**src/ctu_cfg.svh**
```systemverilog
// register offsets, field positions and reset values of the charge-time unit
// assumes inclusion by ctu_top and the bench; definitions only
`ifndef CTU_CFG_SVH
`define CTU_CFG_SVH
// =====================================================
// register byte addresses
`define CTU_OFS_CTRL_LOW   12'h000
`define CTU_OFS_CTRL_HIGH  12'h004
`define CTU_OFS_DISCHARGE  12'h008
// =====================================================
// control low fields
`define CTU_B_UNIT_EN      15
`define CTU_B_STOP_IDLE    13
`define CTU_B_DELAY_GEN    12
`define CTU_B_EDGE_PASS    11
`define CTU_B_EDGE_ORDER   10
`define CTU_B_GROUND       9
`define CTU_B_TRIG_OUT     8
`define CTU_TRIM_HI        7
`define CTU_TRIM_LO        2
`define CTU_RANGE_HI       1
`define CTU_RANGE_LO       0
`define CTU_LOW_MASK       16'hbfff
// =====================================================
// control high fields
`define CTU_B_E1_MODE      15
`define CTU_B_E1_POL       14
`define CTU_E1_SRC_HI      13
`define CTU_E1_SRC_LO      10
`define CTU_B_E2_SEEN      9
`define CTU_B_E1_SEEN      8
`define CTU_B_E2_MODE      7
`define CTU_B_E2_POL       6
`define CTU_E2_SRC_HI      5
`define CTU_E2_SRC_LO      2
`define CTU_B_HIGH_RANGE   0
`define CTU_HIGH_MASK      16'hfffd
// =====================================================
// discharge control fields
`define CTU_B_RST_EN       4
`define CTU_DSCH_HI        2
`define CTU_DSCH_LO        0
`define CTU_DSCH_MASK      16'h0017
`define CTU_REG_RESET      16'h0000
`endif

```
**src/ctu_pkg.sv**
```systemverilog
// types shared by the charge-time unit files
// assumes ctu_cfg.svh is on the include path
package ctu_pkg;
  typedef logic [15:0] ctu_word_t;
  typedef logic [15:0] ctu_src_t;
  typedef enum logic [2:0] {
    CTU_RANGE_550N = 3'h1,
    CTU_RANGE_LOW  = 3'h2,
    CTU_RANGE_HIGH = 3'h4
  } ctu_rband_e;
  typedef enum logic [2:0] {
    CTU_BUS_IDLE = 3'h1,
    CTU_BUS_WRSP = 3'h2,
    CTU_BUS_RRSP = 3'h4
  } ctu_bus_e;
endpackage

```
**src/ctu_edge_chan.sv**
```systemverilog
// one edge channel: pin synchroniser, polarity and level/edge detection
// assumes the source may be asynchronous to aclk
`timescale 1ns/10ps
`default_nettype none
module ctu_edge_chan (
  input  wire logic       aclk,
  input  wire logic       aresetn,
  input  wire logic [15:0] src_in,
  input  wire logic [3:0]  src_sel,
  input  wire logic        polarity,
  input  wire logic        edge_mode,
  output logic             event_hit
);
  import ctu_pkg::*;
  typedef struct packed {
    ctu_src_t meta;
    ctu_src_t sync;
    logic     prev;
  } ctu_chan_s;
  ctu_chan_s st_r, st_nxt;
  logic lvl;
  // =====================================================
  // synchronise, select, detect
  always_comb begin
    st_nxt      = st_r;
    st_nxt.meta = src_in;
    st_nxt.sync = st_r.meta;
    lvl         = st_r.sync[src_sel] ~^ polarity;
    st_nxt.prev = lvl;
    // edge mode needs a transition into the active level
    event_hit   = edge_mode ? (lvl && !st_r.prev) : lvl;
  end
  always_ff @(posedge aclk) begin
    if (!aresetn) begin
      st_r <= '0;
    end else begin
      st_r <= st_nxt;
    end
  end
  // =====================================================
  // checks
  edge_once_a : assert property (@(posedge aclk) disable iff (!aresetn)
    (edge_mode && event_hit) |=> !(edge_mode && event_hit))
    else $error("one transition reported twice");
endmodule
`default_nettype wire

```
**src/ctu_top.sv**
```systemverilog
// charge-time unit control: registers over axi4-lite, edge channels,
// current source steering
// assumes on-chip sources are raw levels; analog parts lie outside
//
// How it works
// - stop_in_idle halts the unit while chip idle is high
// - delay generation on steers current to comparator, else to converter
// - edge_pass_enable clear blocks all edge events
// - edge_order_enable accepts edge 2 only after edge 1
// - source_ground_enable grounds the current source output
// - trigger output driven only while trigger_output_enable is set
// - six-bit current trim is a signed adjustment, zero is nominal
// - range codes decode per high-range bit; 11 and 10 reserved when high
// - high_range_select bit 0 of high register picks high current set
// - polarity bit 1 means rising, 0 falling; bits 14 and 6
// - four-bit edge 2 source decode to sixteen inputs
// - edges set seen bits; software may also write them
// - reset enable lets chosen discharge source clear edge logic
// - three-bit discharge source decode, 101 and 000 disabled
`timescale 1ns/10ps
`default_nettype none
`include "ctu_cfg.svh"
module ctu_top (
  input  wire logic        aclk,
  input  wire logic        aresetn,
  input  wire logic [11:0] s_axi_awaddr,
  input  wire logic        s_axi_awvalid,
  output logic             s_axi_awready,
  input  wire logic [31:0] s_axi_wdata,
  input  wire logic [3:0]  s_axi_wstrb,
  input  wire logic        s_axi_wvalid,
  output logic             s_axi_wready,
  output logic [1:0]       s_axi_bresp,
  output logic             s_axi_bvalid,
  input  wire logic        s_axi_bready,
  input  wire logic [11:0] s_axi_araddr,
  input  wire logic        s_axi_arvalid,
  output logic             s_axi_arready,
  output logic [31:0]      s_axi_rdata,
  output logic [1:0]       s_axi_rresp,
  output logic             s_axi_rvalid,
  input  wire logic        s_axi_rready,
  input  wire logic        chip_idle,
  input  wire logic [15:0] first_edge_inputs,
  input  wire logic [15:0] second_edge_inputs,
  input  wire logic [7:0]  discharge_inputs,
  output logic             current_on,
  output logic             route_comparator,
  output logic             route_converter,
  output logic             route_diode,
  output logic             source_ground,
  output logic             trigger_out,
  output logic             delay_gen_on,
  output logic [5:0]       current_trim,
  output ctu_pkg::ctu_rband_e current_band,
  output logic [1:0]       current_step,
  output logic             range_reserved
);
  import ctu_pkg::*;
  // =====================================================
  // state
  typedef struct packed {
    ctu_bus_e  bus;
    ctu_word_t ctl_low;
    ctu_word_t ctl_high;
    ctu_word_t dsch;
    logic [31:0] rdata;
    logic [1:0]  resp;
    logic        aw_got;
    logic        w_got;
    logic [11:0] awaddr;
    logic [31:0] wdata;
    logic [3:0]  wstrb;
    logic        dmeta_idle;
    logic        idle_s;
    logic [7:0]  dmeta;
    logic [7:0]  dsync;
    logic        curr_on;
    logic        rt_cmp;
    logic        rt_adc;
    logic        rt_diode;
    logic        gnd;
    logic        trig;
    logic        dgen;
    logic [5:0]  trim;
    ctu_rband_e  band;
    logic [1:0]  step;
    logic        rsvd;
  } ctu_top_s;
  ctu_top_s st_r, st_nxt;
  logic       run;
  logic       e1_hit, e2_hit;
  logic       dsch_hit;
  logic       wr_fire;
  logic [15:0] wval;
  logic [15:0] cur;
  logic [15:0] mask;
  logic       e1_seen, e2_seen;
  // =====================================================
  // edge channels
  ctu_edge_chan u_first (
    .aclk      (aclk),
    .aresetn   (aresetn),
    .src_in    (first_edge_inputs),
    .src_sel   (st_r.ctl_high[`CTU_E1_SRC_HI:`CTU_E1_SRC_LO]),
    .polarity  (st_r.ctl_high[`CTU_B_E1_POL]),
    .edge_mode (st_r.ctl_high[`CTU_B_E1_MODE]),
    .event_hit (e1_hit)
  );
  // second_edge_inputs index equals the source code
  ctu_edge_chan u_second (
    .aclk      (aclk),
    .aresetn   (aresetn),
    .src_in    (second_edge_inputs),
    .src_sel   (st_r.ctl_high[`CTU_E2_SRC_HI:`CTU_E2_SRC_LO]),
    .polarity  (st_r.ctl_high[`CTU_B_E2_POL]),
    .edge_mode (st_r.ctl_high[`CTU_B_E2_MODE]),
    .event_hit (e2_hit)
  );
  // =====================================================
  // bus handshakes; one write or one read in flight at a time, responses registered
  assign s_axi_awready = (st_r.bus == CTU_BUS_IDLE) && !st_r.aw_got;
  assign s_axi_wready  = (st_r.bus == CTU_BUS_IDLE) && !st_r.w_got;
  assign s_axi_arready = (st_r.bus == CTU_BUS_IDLE) && !s_axi_awvalid && !s_axi_wvalid
                         && !st_r.aw_got && !st_r.w_got;
  assign s_axi_bvalid  = (st_r.bus == CTU_BUS_WRSP);
  assign s_axi_rvalid  = (st_r.bus == CTU_BUS_RRSP);
  assign s_axi_bresp   = st_r.resp;
  assign s_axi_rresp   = st_r.resp;
  assign s_axi_rdata   = st_r.rdata;
  assign current_on       = st_r.curr_on;
  assign route_comparator = st_r.rt_cmp;
  assign route_converter  = st_r.rt_adc;
  assign route_diode      = st_r.rt_diode;
  assign source_ground    = st_r.gnd;
  assign trigger_out      = st_r.trig;
  assign delay_gen_on     = st_r.dgen;
  assign current_trim     = st_r.trim;
  assign current_band     = st_r.band;
  assign current_step     = st_r.step;
  assign range_reserved   = st_r.rsvd;
  // =====================================================
  // next state
  always_comb begin
    st_nxt = st_r;
    wval   = '0;
    cur    = '0;
    mask   = '0;
    wr_fire = 1'b0;
    // chip idle and discharge sources come from other logic, synchronise anyway
    st_nxt.dmeta_idle = chip_idle;
    st_nxt.idle_s     = st_r.dmeta_idle;
    st_nxt.dmeta      = discharge_inputs;
    st_nxt.dsync      = st_r.dmeta;
    // unit runs when enabled and not held by idle
    run = st_r.ctl_low[`CTU_B_UNIT_EN] && !(st_r.ctl_low[`CTU_B_STOP_IDLE] && st_r.idle_s);
    // discharge source decode, codes 000 and 101 disabled
    case (st_r.dsch[`CTU_DSCH_HI:`CTU_DSCH_LO])
      3'h1:    dsch_hit = st_r.dsync[1];
      3'h2:    dsch_hit = st_r.dsync[2];
      3'h3:    dsch_hit = st_r.dsync[3];
      3'h4:    dsch_hit = st_r.dsync[4];
      3'h6:    dsch_hit = st_r.dsync[6];
      3'h7:    dsch_hit = st_r.dsync[7];
      default: dsch_hit = 1'b0;
    endcase
    // bus capture
    if (s_axi_awvalid && s_axi_awready) begin
      st_nxt.aw_got = 1'b1;
      st_nxt.awaddr = s_axi_awaddr;
    end
    if (s_axi_wvalid && s_axi_wready) begin
      st_nxt.w_got = 1'b1;
      st_nxt.wdata = s_axi_wdata;
      st_nxt.wstrb = s_axi_wstrb;
    end
    case (st_r.bus)
      CTU_BUS_IDLE: begin
        if (st_r.aw_got && st_r.w_got) begin
          wr_fire       = 1'b1;
          st_nxt.aw_got = 1'b0;
          st_nxt.w_got  = 1'b0;
          st_nxt.bus    = CTU_BUS_WRSP;
          st_nxt.resp   = 2'h0;
          case (st_r.awaddr)
            `CTU_OFS_CTRL_LOW:  begin cur = st_r.ctl_low;  mask = `CTU_LOW_MASK;  end
            `CTU_OFS_CTRL_HIGH: begin cur = st_r.ctl_high; mask = `CTU_HIGH_MASK; end
            `CTU_OFS_DISCHARGE: begin cur = st_r.dsch;     mask = `CTU_DSCH_MASK; end
            default:            st_nxt.resp = 2'h2;
          endcase
          wval[7:0]  = st_r.wstrb[0] ? st_r.wdata[7:0]  : cur[7:0];
          wval[15:8] = st_r.wstrb[1] ? st_r.wdata[15:8] : cur[15:8];
          wval       = wval & mask;
        end else if (s_axi_arvalid && s_axi_arready) begin
          st_nxt.bus   = CTU_BUS_RRSP;
          st_nxt.resp  = 2'h0;
          st_nxt.rdata = '0;
          case (s_axi_araddr)
            `CTU_OFS_CTRL_LOW:  st_nxt.rdata = {16'h0000, st_r.ctl_low};
            `CTU_OFS_CTRL_HIGH: st_nxt.rdata = {16'h0000, st_r.ctl_high};
            `CTU_OFS_DISCHARGE: st_nxt.rdata = {16'h0000, st_r.dsch};
            default:            st_nxt.resp  = 2'h2;
          endcase
        end
      end
      CTU_BUS_WRSP: if (s_axi_bready) st_nxt.bus = CTU_BUS_IDLE;
      CTU_BUS_RRSP: if (s_axi_rready) st_nxt.bus = CTU_BUS_IDLE;
      default:      st_nxt.bus = CTU_BUS_IDLE;
    endcase
    if (wr_fire && st_nxt.resp == 2'h0) begin
      case (st_r.awaddr)
        `CTU_OFS_CTRL_LOW:  st_nxt.ctl_low  = wval;
        `CTU_OFS_CTRL_HIGH: st_nxt.ctl_high = wval;   // seen bits writable
        default:            st_nxt.dsch     = wval;
      endcase
    end
    // edge status; software write first, hardware set wins over it
    e1_seen = st_nxt.ctl_high[`CTU_B_E1_SEEN];
    e2_seen = st_nxt.ctl_high[`CTU_B_E2_SEEN];
    if (run && st_r.ctl_low[`CTU_B_EDGE_PASS]) begin
      if (e1_hit) e1_seen = 1'b1;
      // order enforced against the status already held
      if (e2_hit && (!st_r.ctl_low[`CTU_B_EDGE_ORDER] || st_r.ctl_high[`CTU_B_E1_SEEN])) begin
        e2_seen = 1'b1;
      end
    end
    // discharge source clears edge detect state when allowed
    if (run && st_r.dsch[`CTU_B_RST_EN] && dsch_hit) begin
      e1_seen = 1'b0;
      e2_seen = 1'b0;
    end
    st_nxt.ctl_high[`CTU_B_E1_SEEN] = e1_seen;
    st_nxt.ctl_high[`CTU_B_E2_SEEN] = e2_seen;
    // steering outputs
    st_nxt.curr_on  = run && (st_r.ctl_high[`CTU_B_E1_SEEN] ^ st_r.ctl_high[`CTU_B_E2_SEEN]);
    st_nxt.rt_cmp   = run && st_r.ctl_low[`CTU_B_DELAY_GEN];
    st_nxt.rt_adc   = run && !st_r.ctl_low[`CTU_B_DELAY_GEN];
    // equal status bits send the source to the diode path
    st_nxt.rt_diode = run && !st_r.ctl_low[`CTU_B_DELAY_GEN]
                      && (st_r.ctl_high[`CTU_B_E1_SEEN] == st_r.ctl_high[`CTU_B_E2_SEEN]);
    st_nxt.dgen     = run && st_r.ctl_low[`CTU_B_DELAY_GEN];
    st_nxt.gnd      = run && st_r.ctl_low[`CTU_B_GROUND];
    st_nxt.trig     = run && st_r.ctl_low[`CTU_B_TRIG_OUT] && st_r.curr_on;
    // trim passed as two's complement, zero nominal
    st_nxt.trim     = st_r.ctl_low[`CTU_TRIM_HI:`CTU_TRIM_LO];
    st_nxt.step     = st_r.ctl_low[`CTU_RANGE_HI:`CTU_RANGE_LO];
    // range decode
    st_nxt.rsvd = 1'b0;
    if (st_r.ctl_high[`CTU_B_HIGH_RANGE]) begin
      st_nxt.band = CTU_RANGE_HIGH;
      st_nxt.rsvd = st_r.ctl_low[`CTU_RANGE_HI];
    end else if (st_r.ctl_low[`CTU_RANGE_HI]) begin
      st_nxt.band = CTU_RANGE_LOW;
    end else begin
      st_nxt.band = CTU_RANGE_550N;
    end
  end
  always_ff @(posedge aclk) begin
    if (!aresetn) begin
      st_r      <= '0;
      st_r.bus  <= CTU_BUS_IDLE;
      st_r.band <= CTU_RANGE_550N;
    end else begin
      st_r <= st_nxt;
    end
  end
  // =====================================================
  // checks
  unit_off_quiet_a : assert property (@(posedge aclk) disable iff (!aresetn)
    !st_r.ctl_low[`CTU_B_UNIT_EN] |=> !current_on && !trigger_out && !source_ground)
    else $error("unit disabled but outputs active");
  idle_halt_a : assert property (@(posedge aclk) disable iff (!aresetn)
    (st_r.ctl_low[`CTU_B_STOP_IDLE] && st_r.idle_s) |=> !route_comparator && !route_converter)
    else $error("unit ran during idle stop");
  route_select_a : assert property (@(posedge aclk) disable iff (!aresetn)
    run |=> (route_comparator == $past(st_r.ctl_low[`CTU_B_DELAY_GEN])) && (route_converter != route_comparator))
    else $error("current routing wrong");
  edge_block_a : assert property (@(posedge aclk) disable iff (!aresetn)
    (!st_r.ctl_low[`CTU_B_EDGE_PASS] && !wr_fire && !st_r.ctl_high[`CTU_B_E1_SEEN])
      |=> !st_r.ctl_high[`CTU_B_E1_SEEN])
    else $error("blocked edge set status");
  edge_order_a : assert property (@(posedge aclk) disable iff (!aresetn)
    (st_r.ctl_low[`CTU_B_EDGE_ORDER] && !st_r.ctl_high[`CTU_B_E1_SEEN] && !st_r.ctl_high[`CTU_B_E2_SEEN]
      && !wr_fire) |=> !st_r.ctl_high[`CTU_B_E2_SEEN])
    else $error("edge 2 accepted before edge 1");
  ground_follow_a : assert property (@(posedge aclk) disable iff (!aresetn)
    run && st_r.ctl_low[`CTU_B_GROUND] |=> source_ground)
    else $error("ground not applied");
  trig_gate_a : assert property (@(posedge aclk) disable iff (!aresetn)
    !st_r.ctl_low[`CTU_B_TRIG_OUT] |=> !trigger_out)
    else $error("trigger without enable");
  high_range_a : assert property (@(posedge aclk) disable iff (!aresetn)
    st_r.ctl_high[`CTU_B_HIGH_RANGE] |=> current_band == CTU_RANGE_HIGH)
    else $error("high range not selected");
  edge_set_a : assert property (@(posedge aclk) disable iff (!aresetn)
    (run && st_r.ctl_low[`CTU_B_EDGE_PASS] && e1_hit && !(st_r.dsch[`CTU_B_RST_EN] && dsch_hit))
      |=> st_r.ctl_high[`CTU_B_E1_SEEN])
    else $error("edge 1 event lost");
  one_hot_on_a : assert property (@(posedge aclk) disable iff (!aresetn)
    run ##1 run |-> current_on == $past(st_r.ctl_high[`CTU_B_E1_SEEN] ^ st_r.ctl_high[`CTU_B_E2_SEEN]))
    else $error("current source state wrong");
  dsch_reset_a : assert property (@(posedge aclk) disable iff (!aresetn)
    (run && st_r.dsch[`CTU_B_RST_EN] && dsch_hit) |=> !st_r.ctl_high[`CTU_B_E1_SEEN] && !st_r.ctl_high[`CTU_B_E2_SEEN])
    else $error("discharge reset ignored");
  delay_gen_a : assert property (@(posedge aclk) disable iff (!aresetn)
    run |=> delay_gen_on == $past(st_r.ctl_low[`CTU_B_DELAY_GEN]))
    else $error("delay generation state wrong");
  idle_keep_a : assert property (@(posedge aclk) disable iff (!aresetn)
    (st_r.ctl_low[`CTU_B_UNIT_EN] && !st_r.ctl_low[`CTU_B_STOP_IDLE]) |=> route_comparator || route_converter)
    else $error("unit stopped without idle stop");
  edge2_block_a : assert property (@(posedge aclk) disable iff (!aresetn)
    (!st_r.ctl_low[`CTU_B_EDGE_PASS] && !wr_fire && !st_r.ctl_high[`CTU_B_E2_SEEN])
      |=> !st_r.ctl_high[`CTU_B_E2_SEEN])
    else $error("blocked edge 2 set status");
  ground_off_a : assert property (@(posedge aclk) disable iff (!aresetn)
    !st_r.ctl_low[`CTU_B_GROUND] |=> !source_ground)
    else $error("ground without enable");
  trim_pass_a : assert property (@(posedge aclk) disable iff (!aresetn)
    1'b1 |=> current_trim == $past(st_r.ctl_low[`CTU_TRIM_HI:`CTU_TRIM_LO]))
    else $error("trim not passed");
  range_step_a : assert property (@(posedge aclk) disable iff (!aresetn)
    1'b1 |=> current_step == $past(st_r.ctl_low[`CTU_RANGE_HI:`CTU_RANGE_LO]))
    else $error("range code not passed");
  range_rsvd_a : assert property (@(posedge aclk) disable iff (!aresetn)
    (st_r.ctl_high[`CTU_B_HIGH_RANGE] && st_r.ctl_low[`CTU_RANGE_HI]) |=> range_reserved)
    else $error("reserved code not flagged");
  low_band_a : assert property (@(posedge aclk) disable iff (!aresetn)
    (!st_r.ctl_high[`CTU_B_HIGH_RANGE] && st_r.ctl_low[`CTU_RANGE_HI]) |=> current_band == CTU_RANGE_LOW)
    else $error("low current set not chosen");
  edge2_set_a : assert property (@(posedge aclk) disable iff (!aresetn)
    (run && st_r.ctl_low[`CTU_B_EDGE_PASS] && !st_r.ctl_low[`CTU_B_EDGE_ORDER] && e2_hit
      && !(st_r.dsch[`CTU_B_RST_EN] && dsch_hit)) |=> st_r.ctl_high[`CTU_B_E2_SEEN])
    else $error("edge 2 event lost");
  diode_on_a : assert property (@(posedge aclk) disable iff (!aresetn)
    (run && !st_r.ctl_low[`CTU_B_DELAY_GEN]
      && (st_r.ctl_high[`CTU_B_E1_SEEN] == st_r.ctl_high[`CTU_B_E2_SEEN])) |=> route_diode)
    else $error("diode path not taken");
  diode_off_a : assert property (@(posedge aclk) disable iff (!aresetn)
    (st_r.ctl_high[`CTU_B_E1_SEEN] != st_r.ctl_high[`CTU_B_E2_SEEN]) |=> !route_diode)
    else $error("diode path while source on");
endmodule
`default_nettype wire

```
**config.mk**
```make
export PLATFORM = sky130hd
export DESIGN_NAME = ctu_top
export DESIGN_NICKNAME = d
export VERILOG_FILES = /design/src/ctu_pkg.sv /design/src/ctu_edge_chan.sv /design/src/ctu_top.sv
export VERILOG_INCLUDE_DIRS = /design/src
export SDC_FILE = /design/constraint.sdc
export NUM_CORES = 1
export LEC_CHECK = 0
export BUFFER_PORTS_ARGS = -buffer_cell sky130_fd_sc_hd__buf_2
export CAP_MARGIN = 10
export CORE_AREA = 2 2 132 108
export CTS_CLUSTER_SIZE = 40
export DETAILED_ROUTE_END_ITERATION = 8
export DIE_AREA = 0 0 134 110
export PLACE_DENSITY = 0.88
export SETUP_SLACK_MARGIN = 0.15
export SLEW_MARGIN = 20
export SYNTH_ARGS = -nofsm -noshare
export SYNTH_HDL_FRONTEND = slang
export SYNTH_SLANG_ARGS = --single-unit
```
**constraint.sdc**
```tcl
create_clock -name aclk -period 4.14 [get_ports aclk]
set_clock_uncertainty 0.1 [all_clocks]
set_input_delay 0.207 -clock aclk [delete_from_list [all_inputs] [get_ports aclk]]
set_output_delay 0.207 -clock aclk [all_outputs]
set_load 0.02 [all_outputs]
```
==> flow_summary.json <==
{
  "status": "finished, final reports clean",
  "die_w_um": 134,
  "path_clk_slew_ps": 70,
  "yosysWarnings": 0,
  "track_usage": 0.278,
  "worst_r2r_startpoint": "st_r[81]",
  "io_buffer_count": 131,
  "coreArea_um2": 13400,
  "globalRouteOverflowTotal": 0,
  "setup-tns-final_ps": 0,
  "period_minus_slack_ps": 2800,
  "synth.avg_cell_area_um2": 9.75,
  "drt_iter0_markers": 698,
  "end_kind": "flip-flop",
  "synth_cell_types": 60,
  "row_count": 38,
  "syn_inst": 782,
  "wl_per_cell_um": 17.8,
  "switching_power_mw": 1.10,
  "combinationalPowerShare": 0.101,
  "power_density_nw_per_um2": 436,
  "min_from": "s_axi_awvalid",
  "total_power_mw": 4.08,
  "cts_root_buffer": "clkbuf_16",
  "crit_required_ps": 4360,
  "hp-class": "in -> reg",
  "fin_ws_ps": 1340,
  "yosys.area.top_type": "dfxtp_1",
  "h-tree-depth": 4,
  "finalSetupViolCount": 0,
  "p_int_mw": 2.97,
  "holdPathEnd": "st_r[82]",
  "drc": 0,
  "drtAntennaViolNets": 0,
  "ys.flop_type": "dfxtp_1",
  "fmax_ghz": 0.357,
  "stdcell_area_um2": 9350,
  "antenna_found_initial": 1,
  "startpoint_type": "flip-flop",
  "placed_area_um2": 8030,
  "synth_top_area_frac": 0.523,
  "post-place-ws_ps": 1490,
  "finalHoldViolations": 0,
  "netlist_area_um2": 7620,
  "synthTopCellsByArea": "dfxtp_1 52%, and2_1 7.4%, buf_4 4.8%",
  "grt_max_degree": 127,
  "async_flop_share": 0,
  "num_vias": 6320,
  "slew_viol_final": 0,
  "r2r_end": "st_r[145]",
  "met3_usage": 0.0759,
  "cts_buffers": 17,
  "synth_edf_count": 0,
  "reg2reg_depth": 5,
  "cts_tree": "done",
  "tightestPinTransition_ps": 1080,
  "clock_sinks": 199,
  "grt_use_met1": 0.336,
  "firstDrtPassIters": 6,
  "synth-seq-cells": 199,
  "wl_um": 20000,
  "relSlewSlack": 0.275,
  "drive_gt1_frac": 0.199,
  "seq_power_share": 0.499,
  "grt_pass1_vias": 6063,
  "hpwl_um": 11300,
  "io_pins": 168,
  "initial_utilization": 0.570,
  "sw_frac_of_total": 0.271,
  "grt_pass1_wl_um": 31300,
  "rsz0062_at_grt": "no",
  "busiest_layer": "met2",
  "p_leak_nw": 3.79,
  "place_congestion": 0.889,
  "vdd_drop_max_uv": 402,
  "whs_path_depth": 3,
  "dieArea_um2": 14700,
  "pwr-share-clk": 0.400,
  "fp.dieH_um": 110,
  "criticalPathCategory": "reg -> reg",
  "cts_buffer_depth": 2,
  "synth_seq_area_share": 0.523,
  "via_per_inst": 5.63,
  "rrSetupSlack_ps": 1340,
  "clk_latency_ps": 440,
  "placedCellCount": 1019,
  "nets": 1037,
  "fin_cells": 1123,
  "crit_fanout": 13,
  "fin_crit_sh": 0.677,
  "syn_to_final_growth_pct": 22.7,
  "grt_use_met2": 0.479,
  "maxCapViolations": 0,
  "cp.arrival_ps": 3020
}
==> cells by family (layout without fill, tap and decap cells) <==
kind of cell    count (synthesis)  count (layout)  synth area share
mux                            33              33            0.0568
simple gates                  286             286             0.202
compound gates                156             156             0.135
flops                         199             199             0.523
buf+inv                       105             250            0.0804
other cells                     1              17          0.000492
xor+xnor                        2               2           0.00230
==> flip-flops by register name, summed over array words and instances, names as in the netlist, 3 cells and up <==
name,count
st_nxt,15
current_trim,6
u_second.st_nxt,16
u_first.st_r,17
u_second.st_r,17
st_r,82
s_axi_rdata,16
u_first.st_nxt,16
current_band,3
==> stage by stage <==
step	util	hold WS (ps)
6_report	0.700	115
5_1_grt	0.700	103
4_1_cts	0.700	48.9
3_5_place_dp	0.601	316
3_3_place_gp	0.601	314
2_1_floorplan	-	234
==> critical path, stage by stage, from the launching register on <==
cell	delay, ps
dfxtp_1	320
nor4_2	560
and4_1	450
and2_1	550
mux2_1	400
a211o_1	300
==> worst max path at each step <==
stage	depth (start not counted)	from	slack, ps	endpoint
floorplan	4	st_r[169]	1970	s_axi_arready
global placement	5	st_r[169]	1540	st_r[145]
detailed placement	5	st_r[169]	1490	st_r[145]
CTS	5	st_r[169]	1430	st_r[145]
global route	5	st_r[75]	1300	st_r[145]
finish	5	st_r[81]	1340	st_r[145]
==> final cells by class <==
cell class	instances	area [µm²]
repair buffers	208	1410
flip-flops and latches	199	3980
fillers	967	4010
clock inverters	15	183
diodes	1	2.50
multi-input cells	493	3080
well taps	180	225
clock buffers	17	425
inverters	10	37.5
==> cell usage in the layout (no fill, tap or decap), types with 8 or more instances in the layout <==
cell,n
clkbuf_16,17
a22oi_1,12
a222oi_1,16
and3_1,17
and2_1,90
nand2_1,87
conb_1,16
a211oi_1,11
dfxtp_1,199
mux4_2,8
nand3_1,19
mux2i_1,23
dlygate4sd3_1,71
o2bb2ai_1,14
a21oi_1,48
inv_1,9
buf_2,131
o21ai_1,27
nor2_1,34
==> Yosys cell counts (all sizes together), types with 4 or more instances <==
| library cell | n |
|---|---|
| dfxtp | 199 |
| and2 | 90 |
| nand2 | 87 |
| buf | 63 |
| a21oi | 48 |
| nor2 | 34 |
| o21ai | 34 |
| clkbuf | 32 |
| mux2i | 23 |
| nand3 | 19 |
| and3 | 17 |
| a222oi | 16 |
| o2bb2ai | 14 |
| a22oi | 12 |
| a211oi | 11 |
| inv | 9 |
| mux4 | 8 |
| nand2b | 7 |
| nor2b | 5 |
| nor4 | 5 |
| nor3b | 4 |
| o211ai | 4 |
==> what timing repair did <==
item / CTS / global route
setup buffers: 0 / 0
resized for setup: 0 / 0
hold buffers: 71 / 0
hold endpoints to repair: 72 / 0
==> power by group through the flow <==
stage          sequential, mW  combinational (mW)  clock, mW
2_1_floorplan            2.06               0.254          0
4_1_cts                  2.03               0.387       1.65
5_1_grt                  2.04               0.441       1.73
3_5_place_dp             2.08               0.334          0
6_report                 2.04               0.410       1.63
3_3_place_gp             2.07               0.324          0
==> metal layers <==
| layer | vias up | share of wire |
|---|---|---|
| met4 | 0 | 0.032 |
| li1 | 2948 | - |
| met5 | - | 0 |
| met1 | 2919 | 0.38 |
| met2 | 381 | 0.48 |
| met3 | 72 | 0.11 |
No activity file was read; power rests on OpenSTA's default activity.
